==> src/inc/mso_pkg.sv <==
package mso_pkg;
  // apb register byte offsets
  localparam logic [7:0] OFS_CTRL      = 8'h00;
  localparam logic [7:0] OFS_MOVE_MIN  = 8'h04;
  localparam logic [7:0] OFS_END_RANGE = 8'h08;
  localparam logic [7:0] OFS_END_OFS   = 8'h0C;
  localparam logic [7:0] OFS_SPD_WARN  = 8'h10;
  localparam logic [7:0] OFS_OVL_WARN  = 8'h14;
  localparam logic [7:0] OFS_DEV_WARN  = 8'h18;
  localparam logic [7:0] OFS_OV_WARN   = 8'h1C;
  localparam logic [7:0] OFS_UV_WARN   = 8'h20;
  localparam logic [7:0] OFS_HEAT_WARN = 8'h24;
  localparam logic [7:0] OFS_AREA_BASE = 8'h28;
  localparam logic [7:0] OFS_STATUS    = 8'h40;
  localparam logic [7:0] OFS_ECHO      = 8'h44;
  // control register fields
  localparam int CTRL_HOME_SEL = 0;
  localparam int CTRL_CON_ASGN = 1;
  // reset values
  localparam logic [7:0]  RST_MOVE_MIN  = 8'h00;
  localparam logic [7:0]  RST_END_RANGE = 8'h12;
  localparam logic [7:0]  RST_END_OFS   = 8'h00;
  localparam logic [12:0] RST_SPD_WARN  = 13'h1194;
  localparam logic [8:0]  RST_OVL_WARN  = 9'h032;
  localparam logic [14:0] RST_DEV_WARN  = 15'h012C;
  localparam logic [8:0]  RST_OV_WARN   = 9'h1B3;
  localparam logic [8:0]  RST_UV_WARN   = 9'h078;
  localparam logic [6:0]  RST_HEAT_WARN = 7'h55;
  localparam logic [1:0]  RST_CTRL      = 2'h2;
  // timing: one millisecond tick for minimum on-time
  localparam int CLK_HZ      = 20000000;
  localparam int MS_PER_TICK = 1;
  localparam int MS_CYCLES   = CLK_HZ / 1000 * MS_PER_TICK;
  // overload time unit 0.1 s, counted in ms ticks
  localparam int OVL_UNIT_MS = 100;
  // feedback steps per timing pulse (50 per rev)
  localparam int TIM_PER_REV = 50;
  localparam int ECHO_W      = 26;

  typedef struct packed {
    logic                  mainPower;
    logic                  startAny;
    logic                  freeRun;
    logic                  excite;
    logic                  stopIn;
    logic                  alarm;
    logic                  motorRun;
    logic                  toolBusy;
    logic                  serialBusy;
    logic                  originSet;
    logic                  torqueOver;
    logic                  overloadNow;
    logic signed [23:0]    cmdPos;
    logic signed [23:0]    fbPos;
    logic signed [23:0]    homePos;
    logic [31:0]           devAbs;
    logic [12:0]           speed;
    logic [8:0]            voltage;
    logic [6:0]            temp;
    logic [15:0]           errTenthDeg;
    logic                  shaftStep;
  } mso_motor_t;

  typedef struct packed {
    logic       ready;
    logic       homeInd;
    logic       move;
    logic       posDone;
    logic       torqueLimitFlag;
    logic [2:0] positionWindow;
    logic       shaftTimingPulse;
    logic       internalBusyFlag;
    logic       mainPowerFlag;
    logic [5:0] warn;
  } mso_status_t;
endpackage

==> src/rtl/mso_status_out.sv <==
// Our own choices: the APB register port and the placing of the registers.
module mso_status_out
(
  input  wire logic                        ref_clk,
  input  wire logic                        rstn,
  input  wire logic                        psel,
  input  wire logic                        penable,
  input  wire logic                        pwrite,
  input  wire logic [7:0]                  paddr,
  input  wire logic [31:0]                 pwdata,
  output logic      [31:0]                 prdata,
  output logic                             pready,
  output logic                             pslverr,
  input  wire mso_pkg::mso_motor_t         motor,
  input  wire logic [mso_pkg::ECHO_W-1:0]  echoIn,
  output mso_pkg::mso_status_t             status,
  output logic      [mso_pkg::ECHO_W-1:0]  echoOut
);
  import mso_pkg::*;

  logic [1:0]         ctrl_q;
  logic [7:0]         moveMin_q;
  logic [7:0]         endRange_q;
  logic signed [7:0]  endOfs_q;
  logic [12:0]        spdWarn_q;
  logic [8:0]         ovlWarn_q;
  logic [14:0]        devWarn_q;
  logic [8:0]         ovWarn_q;
  logic [8:0]         uvWarn_q;
  logic [6:0]         heatWarn_q;
  logic signed [23:0] areaPos_q [3];
  logic signed [23:0] areaNeg_q [3];
  mso_status_t        stat_q;
  mso_status_t        stat_d;
  logic [ECHO_W-1:0]  echo_q;
  logic [15:0]        msCnt_q;
  logic               msTick;
  logic [7:0]         moveHold_q;
  logic [15:0]        moveSub_q;
  logic [15:0]        ovlMs_q;
  logic [5:0]         timCnt_q;
  logic               homeHeld_q;
  logic               wrEn;
  logic               rdEn;
  logic               hit;

  // window test shared by all three comparators
  function automatic logic in_window(input logic signed [23:0] pos,
                                     input logic signed [23:0] posB,
                                     input logic signed [23:0] negB);
    logic r;
    r = 1'b0;
    if (posB < negB)
      r = (pos <= posB) || (pos >= negB);
    else if (posB > negB)
      r = (pos >= negB) && (pos <= posB);
    else
      r = (pos == posB);
    return r;
  endfunction

  assign pready  = 1'b1;
  assign wrEn    = psel && penable && pwrite;
  assign rdEn    = psel && !pwrite;
  assign hit     = (paddr <= OFS_ECHO) && (paddr[1:0] == 2'h0)
                   && !(paddr > OFS_AREA_BASE + 8'h14 && paddr < OFS_STATUS);
  assign pslverr = psel && penable && !hit;

  always_ff @(posedge ref_clk or negedge rstn)
  begin
    if (!rstn)
    begin
      ctrl_q     <= RST_CTRL;
      moveMin_q  <= RST_MOVE_MIN;
      endRange_q <= RST_END_RANGE;
      endOfs_q   <= RST_END_OFS;
      spdWarn_q  <= RST_SPD_WARN;
      ovlWarn_q  <= RST_OVL_WARN;
      devWarn_q  <= RST_DEV_WARN;
      ovWarn_q   <= RST_OV_WARN;
      uvWarn_q   <= RST_UV_WARN;
      heatWarn_q <= RST_HEAT_WARN;
      for (int i = 0; i < 3; i++)
      begin
        areaPos_q[i] <= 24'h000000;
        areaNeg_q[i] <= 24'h000000;
      end
    end
    else if (wrEn)
    begin
      case (paddr)
        OFS_CTRL:      ctrl_q     <= pwdata[1:0];
        OFS_MOVE_MIN:  moveMin_q  <= pwdata[7:0];
        OFS_END_RANGE: endRange_q <= pwdata[7:0];
        OFS_END_OFS:   endOfs_q   <= pwdata[7:0];
        OFS_SPD_WARN:  spdWarn_q  <= pwdata[12:0];
        OFS_OVL_WARN:  ovlWarn_q  <= pwdata[8:0];
        OFS_DEV_WARN:  devWarn_q  <= pwdata[14:0];
        OFS_OV_WARN:   ovWarn_q   <= pwdata[8:0];
        OFS_UV_WARN:   uvWarn_q   <= pwdata[8:0];
        OFS_HEAT_WARN: heatWarn_q <= pwdata[6:0];
        default:
        begin
          for (int i = 0; i < 3; i++)
          begin
            if (paddr == OFS_AREA_BASE + 8'(8 * i))
              areaPos_q[i] <= pwdata[23:0];
            if (paddr == OFS_AREA_BASE + 8'(8 * i + 4))
              areaNeg_q[i] <= pwdata[23:0];
          end
        end
      endcase
    end
  end

  always_comb
  begin
    prdata = 32'h00000000;
    if (rdEn)
    begin
      case (paddr)
        OFS_CTRL:      prdata = {30'h0, ctrl_q};
        OFS_MOVE_MIN:  prdata = {24'h0, moveMin_q};
        OFS_END_RANGE: prdata = {24'h0, endRange_q};
        OFS_END_OFS:   prdata = {{24{endOfs_q[7]}}, endOfs_q};
        OFS_SPD_WARN:  prdata = {19'h0, spdWarn_q};
        OFS_OVL_WARN:  prdata = {23'h0, ovlWarn_q};
        OFS_DEV_WARN:  prdata = {17'h0, devWarn_q};
        OFS_OV_WARN:   prdata = {23'h0, ovWarn_q};
        OFS_UV_WARN:   prdata = {23'h0, uvWarn_q};
        OFS_HEAT_WARN: prdata = {25'h0, heatWarn_q};
        OFS_STATUS:    prdata = {12'h0, 20'(stat_q)};
        OFS_ECHO:      prdata = {6'h0, echo_q};
        default:
        begin
          for (int i = 0; i < 3; i++)
          begin
            if (paddr == OFS_AREA_BASE + 8'(8 * i))
              prdata = {{8{areaPos_q[i][23]}}, areaPos_q[i]};
            if (paddr == OFS_AREA_BASE + 8'(8 * i + 4))
              prdata = {{8{areaNeg_q[i][23]}}, areaNeg_q[i]};
          end
        end
      endcase
    end
  end

  // millisecond timebase for overload timing
  assign msTick = (msCnt_q == 16'(MS_CYCLES - 1));
  always_ff @(posedge ref_clk or negedge rstn)
  begin
    if (!rstn)
      msCnt_q <= 16'h0000;
    else
      msCnt_q <= msTick ? 16'h0000 : msCnt_q + 16'h0001;
  end

  // minimum move on-time
  // own ms phase restarted by each run cycle, so the stretch is exact
  // rather than short by up to one free-running tick
  always_ff @(posedge ref_clk or negedge rstn)
  begin
    if (!rstn)
    begin
      moveHold_q <= 8'h00;
      moveSub_q  <= 16'h0000;
    end
    else if (motor.motorRun)
    begin
      moveHold_q <= moveMin_q;
      moveSub_q  <= 16'h0000;
    end
    else if (moveHold_q != 8'h00)
    begin
      if (moveSub_q == 16'(MS_CYCLES - 1))
      begin
        moveSub_q  <= 16'h0000;
        moveHold_q <= moveHold_q - 8'h01;
      end
      else
        moveSub_q <= moveSub_q + 16'h0001;
    end
  end

  always_ff @(posedge ref_clk or negedge rstn)
  begin
    if (!rstn)
      ovlMs_q <= 16'h0000;
    else if (!motor.overloadNow)
      ovlMs_q <= 16'h0000;
    else if (msTick && ovlMs_q != 16'hFFFF)
      ovlMs_q <= ovlMs_q + 16'h0001;
  end

  // divide shaft steps into timing pulses
  always_ff @(posedge ref_clk or negedge rstn)
  begin
    if (!rstn)
      timCnt_q <= 6'h00;
    else if (motor.shaftStep)
      timCnt_q <= (timCnt_q == 6'(TIM_PER_REV - 1)) ? 6'h00
                  : timCnt_q + 6'h01;
  end

  // latch home until origin is left
  always_ff @(posedge ref_clk or negedge rstn)
  begin
    if (!rstn)
      homeHeld_q <= 1'b0;
    else if (!motor.originSet || motor.cmdPos != motor.homePos)
      homeHeld_q <= 1'b0;
    else if (stat_d.homeInd)
      homeHeld_q <= 1'b1;
  end

  always_comb
  begin
    logic        moveNow;
    logic signed [17:0] err;
    moveNow = motor.motorRun || (moveHold_q != 8'h00);
    err     = 18'($signed(motor.errTenthDeg)) - 18'(endOfs_q);
    stat_d  = '0;
    stat_d.move = moveNow;
    stat_d.ready = motor.mainPower && !motor.startAny && !motor.freeRun
      && (motor.excite || !ctrl_q[CTRL_CON_ASGN]) && !motor.stopIn
      && !motor.alarm && !moveNow && !motor.toolBusy
      && !motor.serialBusy;
    if (!motor.originSet)
      stat_d.homeInd = 1'b0;
    else if (ctrl_q[CTRL_HOME_SEL])
      stat_d.homeInd = 1'b1;
    else
      stat_d.homeInd = (motor.cmdPos == motor.homePos && !moveNow)
                       || homeHeld_q;
    // completion window with offset
    // signed compare: an unsigned bound would turn the lower limit huge
    stat_d.posDone = !moveNow && (err <= $signed(18'(endRange_q)))
                     && (err >= -$signed(18'(endRange_q)));
    stat_d.torqueLimitFlag = motor.torqueOver;
    stat_d.positionWindow[0] = in_window(motor.cmdPos, areaPos_q[0],
                                         areaNeg_q[0]);
    stat_d.positionWindow[1] = in_window(motor.cmdPos, areaPos_q[1],
                                         areaNeg_q[1]);
    stat_d.positionWindow[2] = in_window(motor.fbPos, areaPos_q[2],
                                         areaNeg_q[2]);
    stat_d.shaftTimingPulse = (timCnt_q == 6'h00);
    stat_d.internalBusyFlag = motor.serialBusy;
    stat_d.mainPowerFlag    = motor.mainPower;
    stat_d.warn[0] = motor.speed > spdWarn_q;
    stat_d.warn[1] = ovlMs_q >= 16'(ovlWarn_q) * 16'(OVL_UNIT_MS);
    stat_d.warn[2] = motor.excite && (motor.devAbs > 32'(devWarn_q));
    stat_d.warn[3] = motor.voltage > ovWarn_q;
    stat_d.warn[4] = motor.voltage < uvWarn_q;
    stat_d.warn[5] = motor.temp >= heatWarn_q;
  end

  always_ff @(posedge ref_clk or negedge rstn)
  begin
    if (!rstn)
      stat_q <= '0;
    else
      stat_q <= stat_d;
  end

  always_ff @(posedge ref_clk or negedge rstn)
  begin
    if (!rstn)
      echo_q <= '0;
    else
      echo_q <= echoIn;
  end

  assign status  = stat_q;
  assign echoOut = echo_q;

  a_ready_gate: assert property (@(posedge ref_clk) disable iff (!rstn)
    stat_q.ready |-> stat_q.mainPowerFlag && !stat_q.move)
    else $error("ready while moving or unpowered");
  a_home_origin: assert property (@(posedge ref_clk) disable iff (!rstn)
    !motor.originSet |=> !stat_q.homeInd)
    else $error("home without origin");
  a_home_sel1: assert property (@(posedge ref_clk) disable iff (!rstn)
    ctrl_q[CTRL_HOME_SEL] && motor.originSet |=> stat_q.homeInd)
    else $error("home not shown with origin set");
  a_done_idle: assert property (@(posedge ref_clk) disable iff (!rstn)
    stat_q.posDone |-> !stat_q.move)
    else $error("done while moving");
  a_move_run: assert property (@(posedge ref_clk) disable iff (!rstn)
    motor.motorRun |=> stat_q.move)
    else $error("move missing while running");
  a_area_eq: assert property (@(posedge ref_clk) disable iff (!rstn)
    areaPos_q[0] == areaNeg_q[0] && motor.cmdPos != areaPos_q[0]
    |=> !stat_q.positionWindow[0])
    else $error("equal bound window wrong");
  a_power_flag: assert property (@(posedge ref_clk) disable iff (!rstn)
    ##1 stat_q.mainPowerFlag == $past(motor.mainPower))
    else $error("power flag mismatch");
  a_echo_copy: assert property (@(posedge ref_clk) disable iff (!rstn)
    ##1 echo_q == $past(echoIn))
    else $error("echo mismatch");
  a_busy_flag: assert property (@(posedge ref_clk) disable iff (!rstn)
    motor.serialBusy |=> stat_q.internalBusyFlag && !stat_q.ready)
    else $error("busy not shown");
endmodule

==> config.mk <==
export PLATFORM = sky130hd
export DESIGN_NAME = mso_status_out
export DESIGN_NICKNAME = d
export VERILOG_FILES = /design/src/inc/mso_pkg.sv /design/src/rtl/mso_status_out.sv
export SDC_FILE = /design/constraint.sdc
export NUM_CORES = 1
export LEC_CHECK = 0
export BUFFER_PORTS_ARGS = -buffer_cell sky130_fd_sc_hd__buf_2
export CAP_MARGIN = 20
export CORE_UTILIZATION = 45
export CTS_CLUSTER_DIAMETER = 50
export DETAILED_ROUTE_END_ITERATION = 8
export PLACE_DENSITY = 0.71
export SKIP_CTS_REPAIR_TIMING = 1
export SYNTH_ARGS = -nofsm -noshare
export SYNTH_HDL_FRONTEND = slang
export SYNTH_SLANG_ARGS = --single-unit
==> constraint.sdc <==
create_clock -name ref_clk -period 10.4 [get_ports ref_clk]
set_input_delay 1.56 -clock ref_clk [delete_from_list [all_inputs] [get_ports ref_clk]]
set_output_delay 1.56 -clock ref_clk [all_outputs]
set_load 0.02 [all_outputs]
==> Yosys cells after proc, flatten, opt, wreduce, memory -nomap -nowiden <==
Cells that the tools add are included.
W data, S select, Z words.
{ "classes": {"add_sub_neg": 7, "n_mul": 1, "n_lt_le_gt_ge": 23, "eq_ne": 27, "n_mux": 28, "bitwise": 1, "reduce_logical": 67} }
{ "op_table": {"columns": ["cell", "n"], "rows": [
  ["$pmux W32 S12", 1],
  ["$mux W32", 7],
  ["$eq A24 B24 Y1", 4],
  ["$mux W16", 6],
  ["$ge A24 B24 Y1", 3],
  ["$gt A24 B24 Y1", 3],
  ["$le A24 B24 Y1", 3],
  ["$lt A24 B24 Y1", 3],
  ["$eq A8 B6 Y1 const B", 8],
  ["$add A16 B1 Y16 const B", 3],
  ["$eq A16 B15 Y1 const B", 2],
  ["$eq A8 B5 Y1 const B", 4],
  ["$gt A32 B15 Y1", 1],
  ["$mux W8", 3],
  ["$ne A24 B24 Y1", 1],
  ["$logic_and A1 B1 Y1", 23],
  ["$reduce_and A2 Y1", 11],
  ["$ge A17 B18 Y1", 1],
  ["$neg A8 Y18", 1],
  ["$reduce_and A3 Y1", 6],
  ["$le A17 B9 Y1", 1],
  ["$sub A16 B8 Y17", 1],
  ["$eq A8 B4 Y1 const B", 2],
  ["$eq A8 B7 Y1 const B", 2],
  ["other kinds (26)", 54]
]} }
{ "word_totals": {"ff_bits": 338, "input_bits": 233, "out_inout_bits": 77} }

==> Depth between registers and ports, before layout <==
Gate-level depths: netlist of the first run.
{ "logic_depth": {"ltp_word": 9, "mapped_depth": 18, "depth_no_buf": 18} }

==> Worst setup path after synthesis of the first run <==
Ideal clock, no wire load.
{ "synth_path": {"path_type": "input port to output port", "start": "input port paddr[5]", "end": "output port prdata[27]", "arrival_ns": 3.617, "required_time_ns": 8.840, "setup_slack_ns": 5.223, "cell_stages": 9, "path_buffers": 3, "cell_sequence": "clkbuf_1 nand3_1 or2_2 clkbuf_1 a31oi_1 a21oi_1 a21oi_1 nor2b_1 buf_4"} }
{ "synth_via": {"elab_chain_len": 9, "elab_cells_between_ends": 26, "classes_between": "eq/ne: 17; mux: 8; reduce/logical: 1"} }
{ "synth_lines": {"columns": ["item", "line", "text"], "rows": [
  ["from (decl)", "mso_status_out.sv:9", "input wire logic [7:0] paddr,"],
  ["$eq A8 B6 Y1", "mso_status_out.sv:138", "if (paddr == OFS_AREA_BASE + 8'(8 * i))"],
  ["$mux W32", "mso_status_out.sv:138", null],
  ["$mux W32", "mso_status_out.sv:140", "if (paddr == OFS_AREA_BASE + 8'(8 * i + 4))"],
  ["$mux W32", "mso_status_out.sv:138", null],
  ["$mux W32", "mso_status_out.sv:140", null],
  ["$mux W32", "mso_status_out.sv:138", null],
  ["$mux W32", "mso_status_out.sv:140", null],
  ["$pmux W32 S12 *", "mso_status_out.sv:121", "case (paddr)"],
  ["$mux W32 *", "mso_status_out.sv:119", "if (rdEn)"],
  ["to (decl)", "mso_status_out.sv:11", "output logic [31:0] prdata,"]
]} }
Every way passes the cells marked *; elsewhere a longest branch is shown, timed or not.

==> Worst setup path in the final report of the first run <==
{ "layout_path": {"start": "input port paddr[2]", "end": "output port prdata[11]"} }
Same word-level chain as after synthesis.

==> metrics.md, run 1 <==
| Metric | Value |
|---|---|
| Status | `complete, but fails checks` |
| Failing checks | `design-rule violations` |
| Final setup viols | `0` |
| Post-place setup slack | `4.607 ns` |
| Tightest Pin Transition | `1.104 ns` |
| Max-slew violation count | `0` |
| HPWL after DPL | `59690 um` |
| Avg Cell Area, Syn | `9.887 sq um` |
| Asr flop ratio synth | `100.0%` |
| Worst EP required | `8.84 ns` |
| Largest net degree at the start of global routing | `152` |
| Synth Flop Type | `dfrtp_1` |
| Clk_lat worst skew | `0.58 ns` |
| Setup CP Type | `input port to output port` |
| Worst Hold Class | `register to register` |
| Most frequent cells in the layout | `362 x ha_1, 309 x dfrtp_1, 299 x buf_2` |
| Detailed-route wire length per cell | `21.99 um` |
| Global route overflow | `0` |
| DRC violations left | `57` |
| Setup crit end kind | `output port` |
| Final worst-path setup slack | `4.422 ns` |
| Int Pwr | `2493 uW` |
| Die area | `54850 sq um` |
| CTS tree | `yes` |
| Final wirelength | `76580 um` |
| Design Power | `3525 uW` |
| Clock power share | `42.9%` |
| Starting density of the core | `45.90%` |
| Vias in the first global route | `20360` |
| Initial DRC count | `1645` |
| Via density per instance | `5.913` |
| Ys Warns | `0` |
| LEAKAGE | `0.01324 uW` |
| Max Clk Rate | `167.3 MHz` |
| Unrepaired setup endpoints after global routing | `false` |
| Fin crit share | `57.48%` |
| Register area share after synthesis | `35.01%` |
| Nets | `3352` |
| I/O Buffers | `300` |
| First-pass iteration count of the detailed router | `9` |
| Row count | `84` |
| CTS Buffer Depth | `3` |
| Vias | `20600` |
| Max_slew headroom | `26.42%` |
| Maxcap violations | `0` |
| Layout cells sized above 1 | `24.28%` |
| Root Driver | `clkbuf_16` |
| PwrDens | `125.9 nW/um^2` |
| Seq pwr share | `40.6%` |
| CTS Buf Count | `43` |
| Synth Register Bits | `338` |
| I/O pins | `310` |
| Comb power frac | `16.5%` |
| Most common cell after layout, fill and taps aside | `ha_1` |
| Peak supply drop | `0.1128 mV` |
| CP cell instances | `buf_2, nor3_1, nand2_1, nor2_1, a22oi_1, nand3_1, o21ai_0, a221oi_1, buf_2` |
| EDFF count, synth | `0` |
| Layout Cells excl Fill | `3483` |
| Gate Count Post-Synth | `2454` |
| Crit path max-delay cell type | `nor2_1` |
| Worst path arrival time | `4.42 ns` |
| Crit path time final | `5.978 ns` |
| Switching share of power | `29.29%` |
| CTS H-Tree Depth | `2` |
| RePlAce Congestion | `0.9739` |
| Syn_nets | `3054` |
| Antenna Nets Post-Route | `0` |
| Setup TNS Final | `0 ns` |
| Die height | `234.2 um` |
| Worst-path clk slew | `0.06 ns` |
| Clock Skews | `0.02904 ns` |
| Synth cell types | `77` |
| CP most frequent cell | `buf_2` |
| Gr usage total | `27.80%` |
| Clock sink count | `338` |
| Max incr delay on CP | `0.85 ns` |
| Initial antenna violation count | `11` |
| Core Area | `52870 sq um` |
| Post-Syn Area | `24260 sq um` |
| First-pass GRT wire length | `117300 um` |
| Final Hold Slack | `0.4655 ns` |
| Placed cells | `3394` |
| Die W | `234.2 um` |
| Net Sw Power | `1033 uW` |
| Hold Violations, Final | `0` |
| Area grow syn2layout | `15.40%` |
| Worst setup SP type | `input port` |
| CP max FO | `10` |
-- cell type report --
class	count	area, sq um
antenna	11	27.53
clock buffer	58	1224
clock inverter	19	214.0
fill	4670	24870
inverter	257	964.7
multi-input combinational	1792	14520
sequential	338	8494
tap	688	860.8
timing repair buffer	320	1694
-- metrics by stage --
stage / cell area, sq um / util, %
global placement: 26510 / 50.14
detailed placement: 26510 / 50.14
global route: 27980 / 52.93
CTS: 27950 / 52.86
floorplan: 24260 / -
finish: 28000 / 52.97
-- sequential cells by signal, summed over array words and instances, names as in the netlist --
signal and cells:
moveHold_q 8, areaNeg_q 72, ovlWarn_q 9, uvWarn_q 9
moveSub_q 16, endOfs_q 8, homeHeld_q 1, ovWarn_q 9
spdWarn_q 13, timCnt_q 6, moveMin_q 8, ovlMs_q 16
echoOut 26, endRange_q 8, msCnt_q 16, devWarn_q 15
status 17, heatWarn_q 7, ctrl_q 2, areaPos_q 72
-- per-layer routing --
layer / wire (um) / global-route usage (%)
met5: 26 / 0
met4: 2146 / 8.766
met3: 5905 / 5.010
met2: 35740 / 45.19
met1: 32760 / 37.32
-- final timing paths --
kind / start / endpoint / slack, ns / cells after the start
setup reg to reg: ovlWarn_q[4]$_DFFE_PN1P_ / status[1]$_DFF_PN0_ / 6.38 / 18
max in group asynchronous: rstn / timCnt_q[4]$_DFFE_PN0P_ / 7.68 / 2
hold / removal: msCnt_q[4]$_DFF_PN0_ / msCnt_q[4]$_DFF_PN0_ / 0.47 / 1
hold reg to reg: msCnt_q[4]$_DFF_PN0_ / msCnt_q[4]$_DFF_PN0_ / 0.47 / 1
setup / recovery: paddr[2] / prdata[11] / 4.42 / 9
min in group asynchronous: rstn / areaPos_q[65]$_DFFE_PN0P_ / 1.05 / 1
-- kinds of logic (layout without fill, tap and decap cells) --
| family | Yosys count | count (layout) | synth area share, % |
|---|---|---|---|
| flip-flops | 338 | 338 | 35.01 |
| XOR/XNOR | 75 | 75 | 2.707 |
| other | 1 | 12 | 0.01546 |
| AO/OA/AOI/OAI | 544 | 544 | 14.89 |
| multiplexers | 242 | 242 | 11.21 |
| AND/OR/NAND/NOR | 563 | 563 | 11.90 |
| buffers and inverters | 324 | 654 | 5.183 |
| adder cells (fa/ha/maj) | 367 | 367 | 19.08 |
-- critical path, delay by kind of cell --
kind | cells | cell delay, ns
buf+inv | 2 | 0.39
simple gates | 4 | 1.58
compound gates | 3 | 0.89
-- power groups by stage --
stage               clock network [uW]  logic [uW]  registers (uW)
detailed placement                   0         571            1450
global route                      1590         650            1440
floorplan                            0         331            1450
global placement                     0         548            1450
CTS                               1530         577            1430
finish                            1510         581            1430
-- cells in the mapped netlist (all sizes together), types with 4 or more instances --
cell	number	area, sq um
o22ai	5	31.28
and3	22	137.6
a211o	5	45.04
nor4	21	146.4
o211ai	4	30.03
dfrtp	309	7732
and4	4	35.03
or2	5	31.28
nand2	111	416.7
nand4	63	394.1
a21boi	6	45.04
xnor2	48	420.4
o31ai	9	67.56
nor3	46	230.2
a31oi	27	168.9
nand3b	5	37.54
a211oi	14	105.1
ha	362	4529
fa	5	100.1
o21ai	117	585.6
o31a	4	35.03
nor2	124	465.5
nand3	52	260.3
and2	22	140.1
xor2	27	236.5
dfstp	29	762.0
a222oi	17	170.2
a22oi	68	510.5
a22o	11	96.34
a21o	62	465.5
nand2b	22	137.6
inv	257	964.7
mux2i	4	40.04
clkbuf	43	161.4
nor2b	38	245.2
a21oi	114	574.3
buf	24	131.4
or3	15	93.84
o21a	26	195.2
mux2	238	2680
a221oi	32	280.3
No activity file was read; power rests on OpenSTA's default activity.
==> run 2, diff against run 1 <==
--- a/config.mk
+++ b/config.mk
@@ -5,12 +5,13 @@
 export SDC_FILE = /design/constraint.sdc
 export NUM_CORES = 1
 export LEC_CHECK = 0
+export ABC_AREA = 1
 export BUFFER_PORTS_ARGS = -buffer_cell sky130_fd_sc_hd__buf_2
 export CAP_MARGIN = 20
 export CORE_UTILIZATION = 45
 export CTS_CLUSTER_DIAMETER = 50
 export DETAILED_ROUTE_END_ITERATION = 8
-export PLACE_DENSITY = 0.71
+export PLACE_DENSITY = 0.73
 export SKIP_CTS_REPAIR_TIMING = 1
 export SYNTH_ARGS = -nofsm -noshare
 export SYNTH_HDL_FRONTEND = slang
==> constraint.sdc (replaced) <==
create_clock -name ref_clk -period 5.35 [get_ports ref_clk]
set_input_delay 0.8025 -clock ref_clk [delete_from_list [all_inputs] [get_ports ref_clk]]
set_output_delay 0.8025 -clock ref_clk [all_outputs]
set_load 0.02 [all_outputs]
==> metrics.md, run 2 <==
| Metric | Value |
|---|---|
| CTS H-Tree Depth | `2 (unchanged)` |
| Setup crit end kind | `output port (unchanged)` |
| Setup CP Type | `input port to output port (unchanged)` |
| Largest net degree at the start of global routing | `121 (was 152)` |
| Die area | `55400 sq um (was 54850 sq um)` |
| Detailed-route wire length per cell | `18.57 um (was 21.99 um)` |
| Vias in the first global route | `21400 (was 20360)` |
| First-pass iteration count of the detailed router | `8 (was 9)` |
| Hold Violations, Final | `0 (unchanged)` |
| Syn_nets | `3684 (was 3054)` |
| Unrepaired setup endpoints after global routing | `false (unchanged)` |
| Failing checks | `design-rule violations (unchanged)` |
| Initial DRC count | `2047 (was 1645)` |
| Fillers | `5095 (was 4670)` |
| Initial antenna violation count | `11 (unchanged)` |
| Reg-to-reg slack, setup | `1.46 ns (was 6.38 ns)` |
| CTS tree | `yes (unchanged)` |
| Post-Route M1 WL | `31340 um (was 32760 um)` |
| Worst EP required | `4.55 ns (was 8.84 ns)` |
| I/O pins | `310 (unchanged)` |
| Synth cell count leaders | `618 x nand2_1, 437 x inv_1, 362 x ha_1 (was 362 x ha_1, 309 x dfrtp_1, 257 x inv_1)` |
| I/O Buffers | `300 (unchanged)` |
| Die height | `235.4 um (was 234.2 um)` |
| Most common cell after layout, fill and taps aside | `nand2_1 (was ha_1)` |
| DRC violations left | `2 (was 57)` |
| First-pass GRT wire length | `118000 um (was 117300 um)` |
| Synth Flop Type | `dfrtp_1 (unchanged)` |
| Ys Warns | `0 (unchanged)` |
| Count leader, synth | `nand2_1 (was ha_1)` |
| LEAKAGE | `0.01422 uW (was 0.01324 uW)` |
| Antenna Nets Post-Route | `0 (unchanged)` |
| Met2 WL | `36530 um (was 35740 um)` |
| Gr usage total | `27.27% (was 27.80%)` |
| Avg Cell Area, Syn | `7.947 sq um (was 9.887 sq um)` |
| CTS Buf Count | `44 (was 43)` |
| Starting density of the core | `45.54% (was 45.90%)` |
| Global route overflow | `0 (unchanged)` |
| Status | `complete, but fails checks (unchanged)` |
| Top Metal Used | `met5 (unchanged)` |
| Max_slew headroom | `35.71% (was 26.42%)` |
| Register area share after synthesis | `34.66% (was 35.01%)` |
| RR Startpoint | `ovlWarn_q[4]$_DFFE_PN1P_ (unchanged)` |
| Worst setup SP type | `input port (unchanged)` |
| Peak supply drop | `0.2248 mV (was 0.1128 mV)` |
| CP max FO | `26 (was 10)` |
| Crit path time final | `4.525 ns` |
| Max-slew violation count | `0 (unchanged)` |
| Tightest Pin Transition | `0.9643 ns (was 1.104 ns)` |
| Clock sink count | `338 (unchanged)` |
| Clk_lat worst skew | `0.62 ns (was 0.58 ns)` |
| Die W | `235.4 um (was 234.2 um)` |
| Worst-path clk slew | `0.06 ns (about the same)` |
| Final wirelength | `76370 um (was 76580 um)` |
| Area contributors post-synth | `dfrtp_1 32%, ha_1 18%, nand2_1 9.5% (was dfrtp_1 32%, ha_1 19%, mux2_2 11%)` |
| Nets | `3974 (was 3352)` |
| Post-synth top area cell | `dfrtp_1 (unchanged)` |
| Core Area | `53810 sq um (was 52870 sq um)` |
| Design Power | `7031 uW (was 3525 uW)` |
| Worst Setup SP | `paddr[1] (was paddr[2])` |
| Fin crit share | `84.58%` |
| RePlAce Congestion | `0.9626 (was 0.9739)` |
| Vias | `22780 (was 20600)` |
| EDFF count, synth | `0 (unchanged)` |
| Final setup viols | `0 (unchanged)` |
| R2r endpoint | `status[1]$_DFF_PN0_ (unchanged)` |
| Via density per instance | `5.539 (was 5.913)` |
| Layout cells sized above 1 | `14.49% (was 24.28%)` |
| Asr flop ratio synth | `100.0% (unchanged)` |
| Gate Count Post-Synth | `3084 (was 2454)` |
| HPWL after DPL | `59940 um (was 59690 um)` |
| CTS Buffer Depth | `3 (unchanged)` |
| R2R depth | `20 (was 18)` |
| Most frequent cells in the layout | `618 x nand2_1, 437 x inv_1, 362 x ha_1 (was 362 x ha_1, 309 x dfrtp_1, 299 x buf_2)` |
| Max Clk Rate | `221.0 MHz` |
| Worst Hold Class | `input port to asynchronous set/reset pin (was register to register)` |
| Setup TNS Final | `0 ns (unchanged)` |
| Synth cell types | `66 (was 77)` |
| Worst path arrival time | `3.72 ns (was 4.42 ns)` |
| Root Driver | `clkbuf_16 (unchanged)` |
| Synth top area share | `31.55% (was 31.87%)` |
| Maxcap violations | `0 (unchanged)` |
| Area grow syn2layout | `15.15% (was 15.40%)` |
| Final Hold Slack | `0.1615 ns (was 0.4655 ns)` |
| Met3 WL | `6277 um (was 5905 um)` |
| Row count | `85 (was 84)` |
| Clock Skews | `0.04682 ns (was 0.02904 ns)` |
| PwrDens | `249.1 nW/um^2 (was 125.9 nW/um^2)` |
| Post-Syn Area | `24510 sq um (was 24260 sq um)` |
| Synth Register Bits | `338 (unchanged)` |
## run 2: cell count changes after synthesis, sizes merged, moves of 57 or more
| cell | delta |
|---|---|
| nand3 | +58 |
| mux2 | -238 |
| nand2 | +511 |
| o21ai | +211 |
| a21o | -57 |
| inv | +202 |
| a21oi | +118 |
| a22oi | -64 |
## run 2: metal layers
metal  up-vias  GRT usage (%)
met3       132          4.878
met1     10610          34.78
met5         -              0
met2       947          46.40
li1      11090              -
met4         4          9.269
## run 2: cell families (layout without fill, tap and decap cells)
kind of cell | Yosys count | in the layout | share of synthesized area (%)
simple gates | 1050 | 1050 | 18.57
other cells | 1 | 8 | 0.01530
buf+inv | 534 | 859 | 8.674
flops | 338 | 338 | 34.66
compound gates | 739 | 739 | 17.22
mux | 1 | 1 | 0.04085
xor+xnor | 54 | 54 | 1.930
fa+ha+maj | 367 | 367 | 18.89
## run 2: worst max path at each step
stage                                     end  slack [ns]
after global placement              prdata[8]        1.02
final                               prdata[8]        0.82
after detailed placement            prdata[2]        0.98
after global routing                prdata[8]        0.79
after CTS                           prdata[8]        0.98
after floorplan           status[1]$_DFF_PN0_        1.72
## run 2: layout make-up
class | count | area [sq um] | area share, %
inverters | 461 | 1730 | 6.132
clock buffers | 53 | 1175 | 4.163
repair buffers | 317 | 1662 | 5.888
diodes | 7 | 17.52 | 0.06207
flip-flops and latches | 338 | 8494 | 30.10
well taps | 696 | 870.8 | 3.086
multi-input cells | 2212 | 13910 | 49.28
clock inverters | 28 | 364.1 | 1.290
## run 2: per-stage QoR
stage	setup WS, ns	instance area, sq um	std cells	util, %
global route	0.7893	28220	4112	52.44
finish	0.8248	28220	4112	52.44
floorplan	1.724	24510	3084	-
detailed placement	0.9807	26660	4023	49.54
CTS	0.9823	28200	4104	52.40
global placement	1.017	26660	4023	49.54
## run 2: worst max-delay path, stage by stage
cell      delay (ns)
buf_2           0.10
nor2_2          0.25
inv_2           0.10
nor3_2          0.27
nand2_1         0.21
inv_2           0.53
nand2_1         0.14
o211ai_1        0.14
nor3_1          0.16
a221oi_1        0.70
buf_2           0.30
## run 2: power by group
part           leakage (uW)  switching [uW]  total, uW  internal (uW)
Sequential          0.00374             112       2780           2670
Clock              0.000748            1290       3140           1850
Combinational       0.00972             711       1110            396
